### src/verilog/led_fault_pkg.sv
// constants for the led fault status logic
package led_fault_pkg;
	// ==========================================
	// register offsets
	localparam logic [7:0] OFS_SECOND_MODE_REG      = 8'h01;
	localparam logic [7:0] OFS_FAULT_CH0  = 8'h46;
	localparam logic [7:0] OFS_FAULT_CH4  = 8'h47;
	localparam logic [7:0] OFS_FAULT_CH8  = 8'h48;
	localparam logic [7:0] OFS_FAULT_CH12 = 8'h49;
	// ==========================================
	// field positions in the second mode register
	localparam int BIT_THERMAL_FLAG = 7;
	localparam int BIT_FAULT_SUM    = 6;
	localparam int BIT_FAULT_CLEAR  = 4;
	// ==========================================
	// fault codes and output state codes
	localparam logic [1:0] CODE_NO_ERROR = 2'h0;
	localparam logic [1:0] CODE_SHORT    = 2'h1;
	localparam logic [1:0] CODE_OPEN     = 2'h2;
	localparam logic [1:0] STATE_OFF     = 2'h0;
	localparam logic [1:0] STATE_FULL_ON = 2'h1;
	localparam logic [1:0] STATE_DIM     = 2'h2;
	localparam logic [1:0] STATE_DIM_GRP = 2'h3;
	// ==========================================
	// duty limits, reset values and channel count
	localparam logic [7:0] DUTY_MIN_CHECK = 8'h08;
	localparam logic [7:0] DUTY_FULL      = 8'hFF;
	localparam logic [7:0] RST_SECOND_MODE_REG_LOW  = 8'h00;
	localparam logic [7:0] RST_FLAGS      = 8'h00;
	localparam int         NUM_CHAN       = 16;
endpackage

### src/verilog/led_fault_status.sv
// fault codes, summary, clear and thermal shutdown for a sixteen-channel led driver
// Operation
// [RULE1] two-bit code per channel, four per byte
// [RULE2] code 01 means short-circuit detected
// [RULE3] code 10 open, 00 none, 11 never
// [RULE4] host zeroes state and gain of unused channels
// [RULE5] test channels fully on or dimmed
// [RULE6] summary fault bit 6 of mode register
// [RULE7] codes clear once fault gone and clear written
// [RULE8] dimmed: skip checks if duty below 8 or 255
// [RULE9] open when current below half target
// [RULE10] open checked only on enabled channel
// [RULE11] short when output voltage above threshold
// [RULE12] short checked only on enabled channel
// [RULE13] host switches off faulty channels
// [RULE14] overtemperature disables all outputs until cooled
// [RULE15] thermal flag bit 7 while overtemperature
// [RULE16] recovery restores outputs, clears flag automatically
// [RULE17] state code 01 is fully on
// [RULE18] comparator inputs pass two flip-flops
`timescale 1ns/10ps
module led_fault_status
	import led_fault_pkg::*;
#(
	parameter int NCH = led_fault_pkg::NUM_CHAN
) (
	input  wire logic             mclk,
	input  wire logic             arst_n,
	input  wire logic [2*NCH-1:0] output_state_regs,
	input  wire logic [8*NCH-1:0] channel_duty_reg,
	input  wire logic [8*NCH-1:0] current_gain,
	input  wire logic [NCH-1:0]   open_cmp,
	input  wire logic [NCH-1:0]   short_cmp,
	input  wire logic             thermal_flag_det,
	input  wire logic             reg_wr,
	input  wire logic             reg_rd,
	input  wire logic [7:0]       reg_addr,
	input  wire logic [7:0]       reg_wdata,
	output logic      [7:0]       reg_rdata,
	output logic      [NCH-1:0]   chan_enable,
	output logic                  thermal_flag,
	output logic                  fault_summary
);
	import led_fault_pkg::*;

	// ==========================================
	// input synchronisers
	logic [2*NCH:0] raw_in;
	logic [2*NCH:0] syn_in;
	logic [NCH-1:0] open_s;
	logic [NCH-1:0] short_s;
	logic           hot_s;

	assign raw_in = {thermal_flag_det, short_cmp, open_cmp};

	sync2 #(
		.WIDTH(2*NCH+1)
	) u_sync (
		.mclk     (mclk),
		.arst_n   (arst_n),
		.async_in (raw_in),
		.sync_out (syn_in)
	); // [RULE18]

	assign open_s  = syn_in[NCH-1:0];
	assign short_s = syn_in[2*NCH-1:NCH];
	assign hot_s   = syn_in[2*NCH];

	// ==========================================
	// clear bit write strobe
	logic clear_wr;
	assign clear_wr = reg_wr && (reg_addr == OFS_SECOND_MODE_REG) && reg_wdata[BIT_FAULT_CLEAR]; // [RULE7]

	// ==========================================
	// per-channel qualification and fault codes
	logic [2*NCH-1:0] code_q;
	logic [NCH-1:0]   tested;
	logic [NCH-1:0]   lit;

	genvar g;
	generate
		for (g = 0; g < NCH; g++) begin : g_chan
			logic [1:0] st;
			logic [7:0] duty;
			logic [7:0] gain;
			logic       dimmed;
			logic       duty_ok;
			logic       det_open;
			logic       det_short;

			assign st      = output_state_regs[2*g +: 2];
			assign duty    = channel_duty_reg[8*g +: 8];
			assign gain    = current_gain[8*g +: 8];
			assign dimmed  = (st == STATE_DIM) || (st == STATE_DIM_GRP);
			// full duty or very short pulses give the comparators no settled window
			assign duty_ok = (duty >= DUTY_MIN_CHECK) && (duty != DUTY_FULL); // [RULE8]
			// zeroed state and gain exclude a channel; the host does this for unused ones
			assign lit     = 1'b0;
			assign tested[g] = !hot_s && (gain != 8'h00)
				&& ((st == STATE_FULL_ON) || (dimmed && duty_ok)); // [RULE5] [RULE4] [RULE17]
			assign det_open  = tested[g] && open_s[g]; // [RULE9] [RULE10]
			// a short wins when both comparators fire, so code 11 cannot arise
			assign det_short = tested[g] && short_s[g]; // [RULE11] [RULE12]

			always_ff @(posedge mclk or negedge arst_n) begin
				if (!arst_n) begin
					code_q[2*g +: 2] <= CODE_NO_ERROR;
				end else if (det_short) begin
					code_q[2*g +: 2] <= CODE_SHORT; // [RULE2]
				end else if (det_open) begin
					code_q[2*g +: 2] <= CODE_OPEN; // [RULE3]
				end else if (clear_wr) begin
					// a live fault on the same edge wins over the clear
					code_q[2*g +: 2] <= CODE_NO_ERROR; // [RULE7]
				end
			end
		end
	endgenerate

	// ==========================================
	// summary fault bit
	logic fault_any;
	always_comb begin
		fault_any = 1'b0;
		for (int i = 0; i < NCH; i++) begin
			fault_any = fault_any | (|code_q[2*i +: 2]);
		end
	end

	always_ff @(posedge mclk or negedge arst_n) begin
		if (!arst_n) begin
			fault_summary <= 1'b0;
		end else begin
			fault_summary <= fault_any; // [RULE6]
		end
	end

	// ==========================================
	// thermal shutdown; hysteresis lives in the detector, which releases below the lower limit
	always_ff @(posedge mclk or negedge arst_n) begin
		if (!arst_n) begin
			thermal_flag <= 1'b0;
		end else begin
			thermal_flag <= hot_s; // [RULE15] [RULE16]
		end
	end

	// outputs are gated, not rewritten, so the prior state returns by itself
	always_ff @(posedge mclk or negedge arst_n) begin
		if (!arst_n) begin
			chan_enable <= '0;
		end else begin
			for (int i = 0; i < NCH; i++) begin
				chan_enable[i] <= !hot_s && (output_state_regs[2*i +: 2] != STATE_OFF); // [RULE14] [RULE16]
			end
		end
	end

	// ==========================================
	// register read port
	logic [7:0] rdata_d;
	always_comb begin
		rdata_d = RST_FLAGS;
		if (reg_addr == OFS_FAULT_CH0) begin
			rdata_d = code_q[7:0]; // [RULE1]
		end else if (reg_addr == OFS_FAULT_CH4) begin
			rdata_d = code_q[15:8];
		end else if (reg_addr == OFS_FAULT_CH8) begin
			rdata_d = code_q[23:16];
		end else if (reg_addr == OFS_FAULT_CH12) begin
			rdata_d = code_q[31:24];
		end else if (reg_addr == OFS_SECOND_MODE_REG) begin
			rdata_d = RST_SECOND_MODE_REG_LOW;
			rdata_d[BIT_THERMAL_FLAG] = thermal_flag;
			rdata_d[BIT_FAULT_SUM]    = fault_summary;
		end
	end

	always_ff @(posedge mclk or negedge arst_n) begin
		if (!arst_n) begin
			reg_rdata <= RST_FLAGS;
		end else if (reg_rd) begin
			reg_rdata <= rdata_d;
		end
	end
endmodule

### src/verilog/sync2.sv
// two flip-flop synchroniser for a bus of levels
`timescale 1ns/10ps
module sync2 #(
	parameter int WIDTH = 1
) (
	input  wire logic             mclk,
	input  wire logic             arst_n,
	input  wire logic [WIDTH-1:0] async_in,
	output logic      [WIDTH-1:0] sync_out
);
	logic [WIDTH-1:0] meta_q;

	// first stage feeds only the second
	always_ff @(posedge mclk or negedge arst_n) begin
		if (!arst_n) begin
			meta_q   <= '0;
			sync_out <= '0;
		end else begin
			meta_q   <= async_in;
			sync_out <= meta_q;
		end
	end
endmodule
### config.mk
export PLATFORM = sky130hd
export DESIGN_NAME = led_fault_status
export DESIGN_NICKNAME = d
export VERILOG_FILES = /design/src/verilog/led_fault_pkg.sv /design/src/verilog/led_fault_status.sv /design/src/verilog/sync2.sv
export SDC_FILE = /design/constraint.sdc
export NUM_CORES = 1
export LEC_CHECK = 0
export BUFFER_PORTS_ARGS = -buffer_cell sky130_fd_sc_hd__buf_2
export CAP_MARGIN = 20
export CORE_AREA = 4 4 141 143
export CTS_BUF_LIST = sky130_fd_sc_hd__clkbuf_4
export CTS_CLUSTER_SIZE = 24
export DETAILED_ROUTE_END_ITERATION = 10
export DIE_AREA = 0 0 145 147
export PLACE_DENSITY_LB_ADDON = 0.3
export REMOVE_ABC_BUFFERS = 1
export SLEW_MARGIN = 15
export SYNTH_ARGS = -nofsm -noshare
export SYNTH_HDL_FRONTEND = slang
export SYNTH_HIERARCHICAL = 1
export SYNTH_SLANG_ARGS = --single-unit
### constraint.sdc
create_clock -name mclk -period 1.35 [get_ports mclk]
set_input_delay 0.2025 -clock mclk [delete_from_list [all_inputs] [get_ports mclk]]
set_output_delay 0.2025 -clock mclk [all_outputs]
set_load 0.02 [all_outputs]
-- Word level (Yosys, flattened, before mapping)
Cells that the tools add are included.
- flip-flop bits (word level): 124
- input port bits: 341
- output and inout port bits: 26
- logic and storage cells: 371
- magnitude comparators: 16
- equality and inequality tests: 69
- multiplexer cells: 38
- bitwise operators: 15
- reduce and logical (&&, ||, !) cells: 211
- operators by type and width (operator ; count):
    $ge 8x4->1 const B ; 16
    $ne 8x8->1 const B ; 16
    $reduce_bool 8->1 ; 16
    $logic_and 1x1->1 ; 114
    $mux 2 ; 33
    $eq 2x2->1 const B ; 32
    $reduce_bool 3->1 ; 16
    $mux 8 ; 5
    $eq 2x1->1 const B ; 16
    $eq 8x7->1 const B ; 4
    $logic_or 1x1->1 ; 32
    $reduce_bool 2->1 ; 16
    $reduce_or 2->1 ; 16
    $or 1x1->1 ; 15
    $eq 8x1->1 const B ; 1
    $logic_not 1->1 ; 1

-- Depth between registers and ports, before layout
- depth in word-level cells: 16
- mapped depth: 6
- gate-level depth less buffers: 4

-- Cells and area by module
Netlist, hierarchy kept.
- by module, submodules not included (module ; times used ; cells each ; area each (um2) ; sequential area each (um2)):
    led_fault_status ; 1 ; 380 ; 3560.9 ; 1451.4
    sync2 ; 1 ; 66 ; 1651.6 ; 1651.6

-- Least setup slack after synthesis
No wires, ideal clock.
- kind: input to register
- start: input reg_addr[3]
- end: register reg_rdata[6]
- setup time: 123 ps
- arrival: 1608 ps
- data required time: 1227 ps
- slack: -380 ps
- stages on the path: 4
- path buffers: 0
- cells stage by stage: or4_4 > or3_4 > or3b_1 > o221a_1
- longest elaborated chain between the ends: 6
- elaborated cells on any way between the ends: 10
- those cells by class: eq/ne (5); mux (5)
- ends and longest elaborated chain (what ; line ; text):
    from (decl) ; led_fault_status.sv:37 ; input wire logic [7:0] reg_addr,
    $eq 8x1->1 ; led_fault_status.sv:172 ; end else if (reg_addr == OFS_SECOND_MODE_REG) begin
    $mux 8 ; led_fault_status.sv:172 ;
    $mux 8 ; led_fault_status.sv:170 ; end else if (reg_addr == OFS_FAULT_CH12) begin
    $mux 8 ; led_fault_status.sv:168 ; end else if (reg_addr == OFS_FAULT_CH8) begin
    $mux 8 ; led_fault_status.sv:166 ; end else if (reg_addr == OFS_FAULT_CH4) begin
    $mux 8 (*) ; led_fault_status.sv:164 ; if (reg_addr == OFS_FAULT_CH0) begin
    to (signal assigned) ; led_fault_status.sv:183 ; reg_rdata <= rdata_d;
    to (decl) ; led_fault_status.sv:39 ; output logic [7:0] reg_rdata,
Mark *: on every way between the ends. The rest lies on a longest branch, timed or not.
A chain may end at the register's enable or synchronous reset.

-- Worst setup path after layout
- start: register u_sync.sync_out[32]
- end: register code_q[3]
- longest elaborated chain between the ends: 6
- elaborated cells on any way between the ends: 8
- those cells by class: mux (2); reduce/logical (6)
- ends and longest elaborated chain (what ; line ; text):
    from (decl) ; sync2.sv:9 ; output logic [WIDTH-1:0] sync_out
    from (signal assigned) ; sync2.sv:20 ; sync_out <= meta_q;
    $logic_not 1->1 (*) ; led_fault_status.sv:99 ; assign tested[g] = !hot_s && (gain != 8'h00)
    $logic_and 1x1->1 (*) ; led_fault_status.sv:99 ;
    $logic_and 1x1->1 (*) ; led_fault_status.sv:100 ; && ((st == STATE_FULL_ON) || (dimmed && duty_ok));
    $logic_and 1x1->1 ; led_fault_status.sv:101 ; assign det_open = tested[g] && open_s[g];
    $mux 2 ; led_fault_status.sv:110 ; end else if (det_open) begin
    $mux 2 ; led_fault_status.sv:108 ; end else if (det_short) begin
    to (signal, indexed assignment) ; led_fault_status.sv:107 ; code_q[2*g +: 2] <= CODE_NO_ERROR;
    to (signal, indexed assignment) ; led_fault_status.sv:109 ; code_q[2*g +: 2] <= CODE_SHORT;
    to (signal, indexed assignment) ; led_fault_status.sv:111 ; code_q[2*g +: 2] <= CODE_OPEN;
    to (decl) ; led_fault_status.sv:76 ; logic [2*NCH-1:0] code_q;
Marked as above.

==> impl_metrics.py <==
metrics = {
    "critical_path": {
        "cp_data_arrival_time_ns": 1.88,
        "cp-end-kind": "flip-flop",
        "path_class": "reg -> reg",
        "path_max_fanout": 4,
        "cp_data_required_time_ns": 1.79,
        "start_kind": "flip-flop",
    },
    "power_and_ir_drop": {
        "p_per_area_nw_per_um2": 931,
        "p_leak_nw": 4.40,
        "irDropWorstVdd_v": 0.000539,
        "total_power_mw": 8.80,
    },
    "floorplan": {
        "chipWidth_um": 145,
        "fp.dieH_um": 147,
        "core_area_sq_um": 18600,
        "io_pins": 367,
        "rows": 50,
        "initial_utilization_pct": 28.1,
        "die-area_sq_um": 21300,
    },
    "final_layout": {
        "multi_input_comb_area_sq_um": 2540,
        "final_util_pct": 50.8,
        "fill_cells": 1719,
        "syn_to_final_growth_pct": 81.2,
        "fin_area_sq_um": 9450,
        "seqCellArea_sq_um": 3110,
        "drive_gt1_share_pct": 57.3,
        "fin_cells": 1202,
        "final_nets": 1297,
    },
    "run_status": {
        "outcome": "finished, violations left",
        "violations": "setup timing",
    },
    "sta": {
        "tightest_slew_ns": 0.439,
        "report.final.setup_viol": 26,
        "max_freq_mhz": 694,
        "fin_crit_sh_pct": 107,
        "slew_headroom_pct": 70.7,
        "finalWorstSetupSlack_ns": -0.0914,
        "slew_viol_final": 0,
        "min_period_ns": 1.44,
        "clock_skew_ns": 0.0119,
        "grt_setup_unrepaired": "yes",
        "setup_tns_ns": -0.985,
        "finalHoldViolations": 0,
        "timing.hold.ws_ns": 0.0529,
    },
    "place": {
        "dp_slack_ns": -0.517,
        "numPortBuffers": 359,
        "placed_area_sq_um": 7780,
        "placedCellCount": 1093,
        "globalplace.congestion": 0.830,
        "dp_hpwl_um": 14700,
    },
    "yosys": {
        "netlist.area_leader.share_pct": 59.5,
        "async_flop_share_pct": 100,
        "yosys-top-cells-area": "dfrtp_1, or4_1, nand4_1",
        "synth_edf_count": 0,
        "ys_warn_count": 6,
        "avgSynthCellArea_sq_um": 11.7,
        "syn_area_sq_um": 5210,
        "synth_cell_types": 33,
        "yosys.area.top_type": "dfrtp_1",
        "synthFlopType": "dfrtp_1",
        "synth-seq-cells": 124,
        "synth_seq_area_share_pct": 59.5,
        "synth_cells": 446,
    },
    "route": {
        "drt_iter0_markers": 159,
        "viasPerCell": 4.79,
        "dr.pass1.iters": 5,
        "drtAntennaViolNets": 0,
        "remaining_drc_errors": 0,
        "wl_per_cell_um": 15.8,
        "totalWireLength_um": 19000,
        "via_count": 5752,
    },
    "clock_network": {
        "tritoncts": "built",
        "cts_sinks": 124,
        "cts_root_buf": "clkbuf_4",
        "htree_levels": 4,
        "clk_path_buf_depth": 2,
        "insertion_delay_ns": 0.51,
        "numCtsBuffers": 17,
        "clk_pin_slew_ns": 0.10,
    },
    "flow_run": {
        "maxCapViolCount": 0,
    },
    "global_route": {
        "grt_overflow": 0,
        "grt_usage_pct": 17.4,
        "antenna_found_initial": 2,
        "grt_pass1_wl_um": 30200,
        "grt_start_max_net_pins": 34,
        "first_global_vias": 6077,
    },
    "min_path": {
        "hold_path_class": "in -> reg",
    },
}
## cells in the mapped netlist (2+ instances only)
master,count
inv_1,23
a222oi_1,6
or4b_2,2
or4_1,48
buf_1,3
and2_1,16
nand2b_1,6
nand2_1,16
nor4_1,10
nor2_1,5
dfrtp_1,124
a211oi_1,16
o211ai_1,2
nor3_1,2
or2_2,2
o21ba_2,16
a21oi_1,17
a221oi_1,2
nor4b_1,2
clkbuf_1,5
a2bb2oi_1,16
o21ai_0,24
nand3_1,3
o2bb2ai_1,16
o22ai_1,22
nand4_1,35
## critical path, stage by stage (launching register included)
cell and delay, ns:
dfrtp_2 0.47, buf_6 0.16, o21ba_4 0.22, o21ai_2 0.06, a211oi_2 0.17, buf_4 0.16, a2bb2oi_2 0.13
## sequential cells by signal, summed over array words and instances (netlist names)
register,cells
u_sync/meta_q,33
fault_summary,1
reg_rdata,8
thermal_flag,1
u_sync/sync_out,33
code_q,32
chan_enable,16
## cell families after synthesis
family / count (synthesis) / share of synthesized area [%]
compound gates: 139 / 19.5
buf+inv: 31 / 2.23
flops: 124 / 59.5
simple gates: 152 / 18.8
## area by class of cell
class / instances / share of cell area, %
clock inverters: 11 / 1.60
diodes: 1 / 0.0265
flip-flops and latches: 124 / 32.9
repair buffers: 499 / 33.1
well taps: 234 / 3.10
clock buffers: 19 / 1.51
multi-input cells: 291 / 26.9
inverters: 23 / 0.914
## report_power, final
group	switching [mW]	leakage [nW]	internal, mW	total [mW]
Clock	1.28	0.156	1.46	2.74
Combinational	0.769	2.78	1.10	1.87
Sequential	0.190	1.47	4.00	4.19
Total	2.24	4.40	6.56	8.80
## layer usage
layer / share of wire (%) / GRT usage [%]
met2: 53 / 30.9
met3: 7.6 / 5.27
met1: 38 / 20.6
met5: 0.068 / 0
met4: 1.4 / 4.99
## repair_timing
action,in CTS,in global routing
buffers inserted,13,6
hold buffers,56,2
pin swaps,46,9
gates cloned,1,0
gates resized for setup,96,55
setup endpoints to repair,36,46
endpoints found under the hold margin,184,2
## final timing paths
kind / from / endpoint / slack [ns] / cells after the start
setup / recovery: u_sync/sync_out[32] / code_q[3] / -0.09 / 6
hold / removal: output_state_regs[5] / code_q[4] / 0.05 / 3
setup reg to reg: u_sync/sync_out[32] / code_q[3] / -0.09 / 6
hold reg to reg: u_sync/meta_q[18] / u_sync/sync_out[18] / 0.35 / 0
max in group asynchronous: arst_n / code_q[20] / 0.72 / 3
min in group asynchronous: arst_n / chan_enable[13] / 0.14 / 2
## placed cells by master (no fill, tap or decap), types with 3 or more instances in the layout
cell type / n
a211oi_2: 11
a211oi_4: 5
a21oi_1: 4
a21oi_2: 11
a222oi_1: 6
a2bb2oi_1: 5
a2bb2oi_2: 11
and2_1: 16
buf_12: 3
buf_2: 346
buf_4: 76
buf_6: 15
bufinv_16: 4
clkbuf_4: 19
clkinv_1: 5
dfrtp_1: 122
dlygate4sd3_1: 58
inv_1: 23
nand2_1: 16
nand2b_1: 6
nand3_1: 3
nand4_1: 35
nor2_1: 5
nor4_1: 8
o21ai_0: 8
o21ai_2: 5
o21ai_4: 11
o21ba_4: 16
o22ai_1: 22
o2bb2ai_1: 10
o2bb2ai_2: 6
or4_1: 48
No activity file was read; power rests on OpenSTA's default activity.
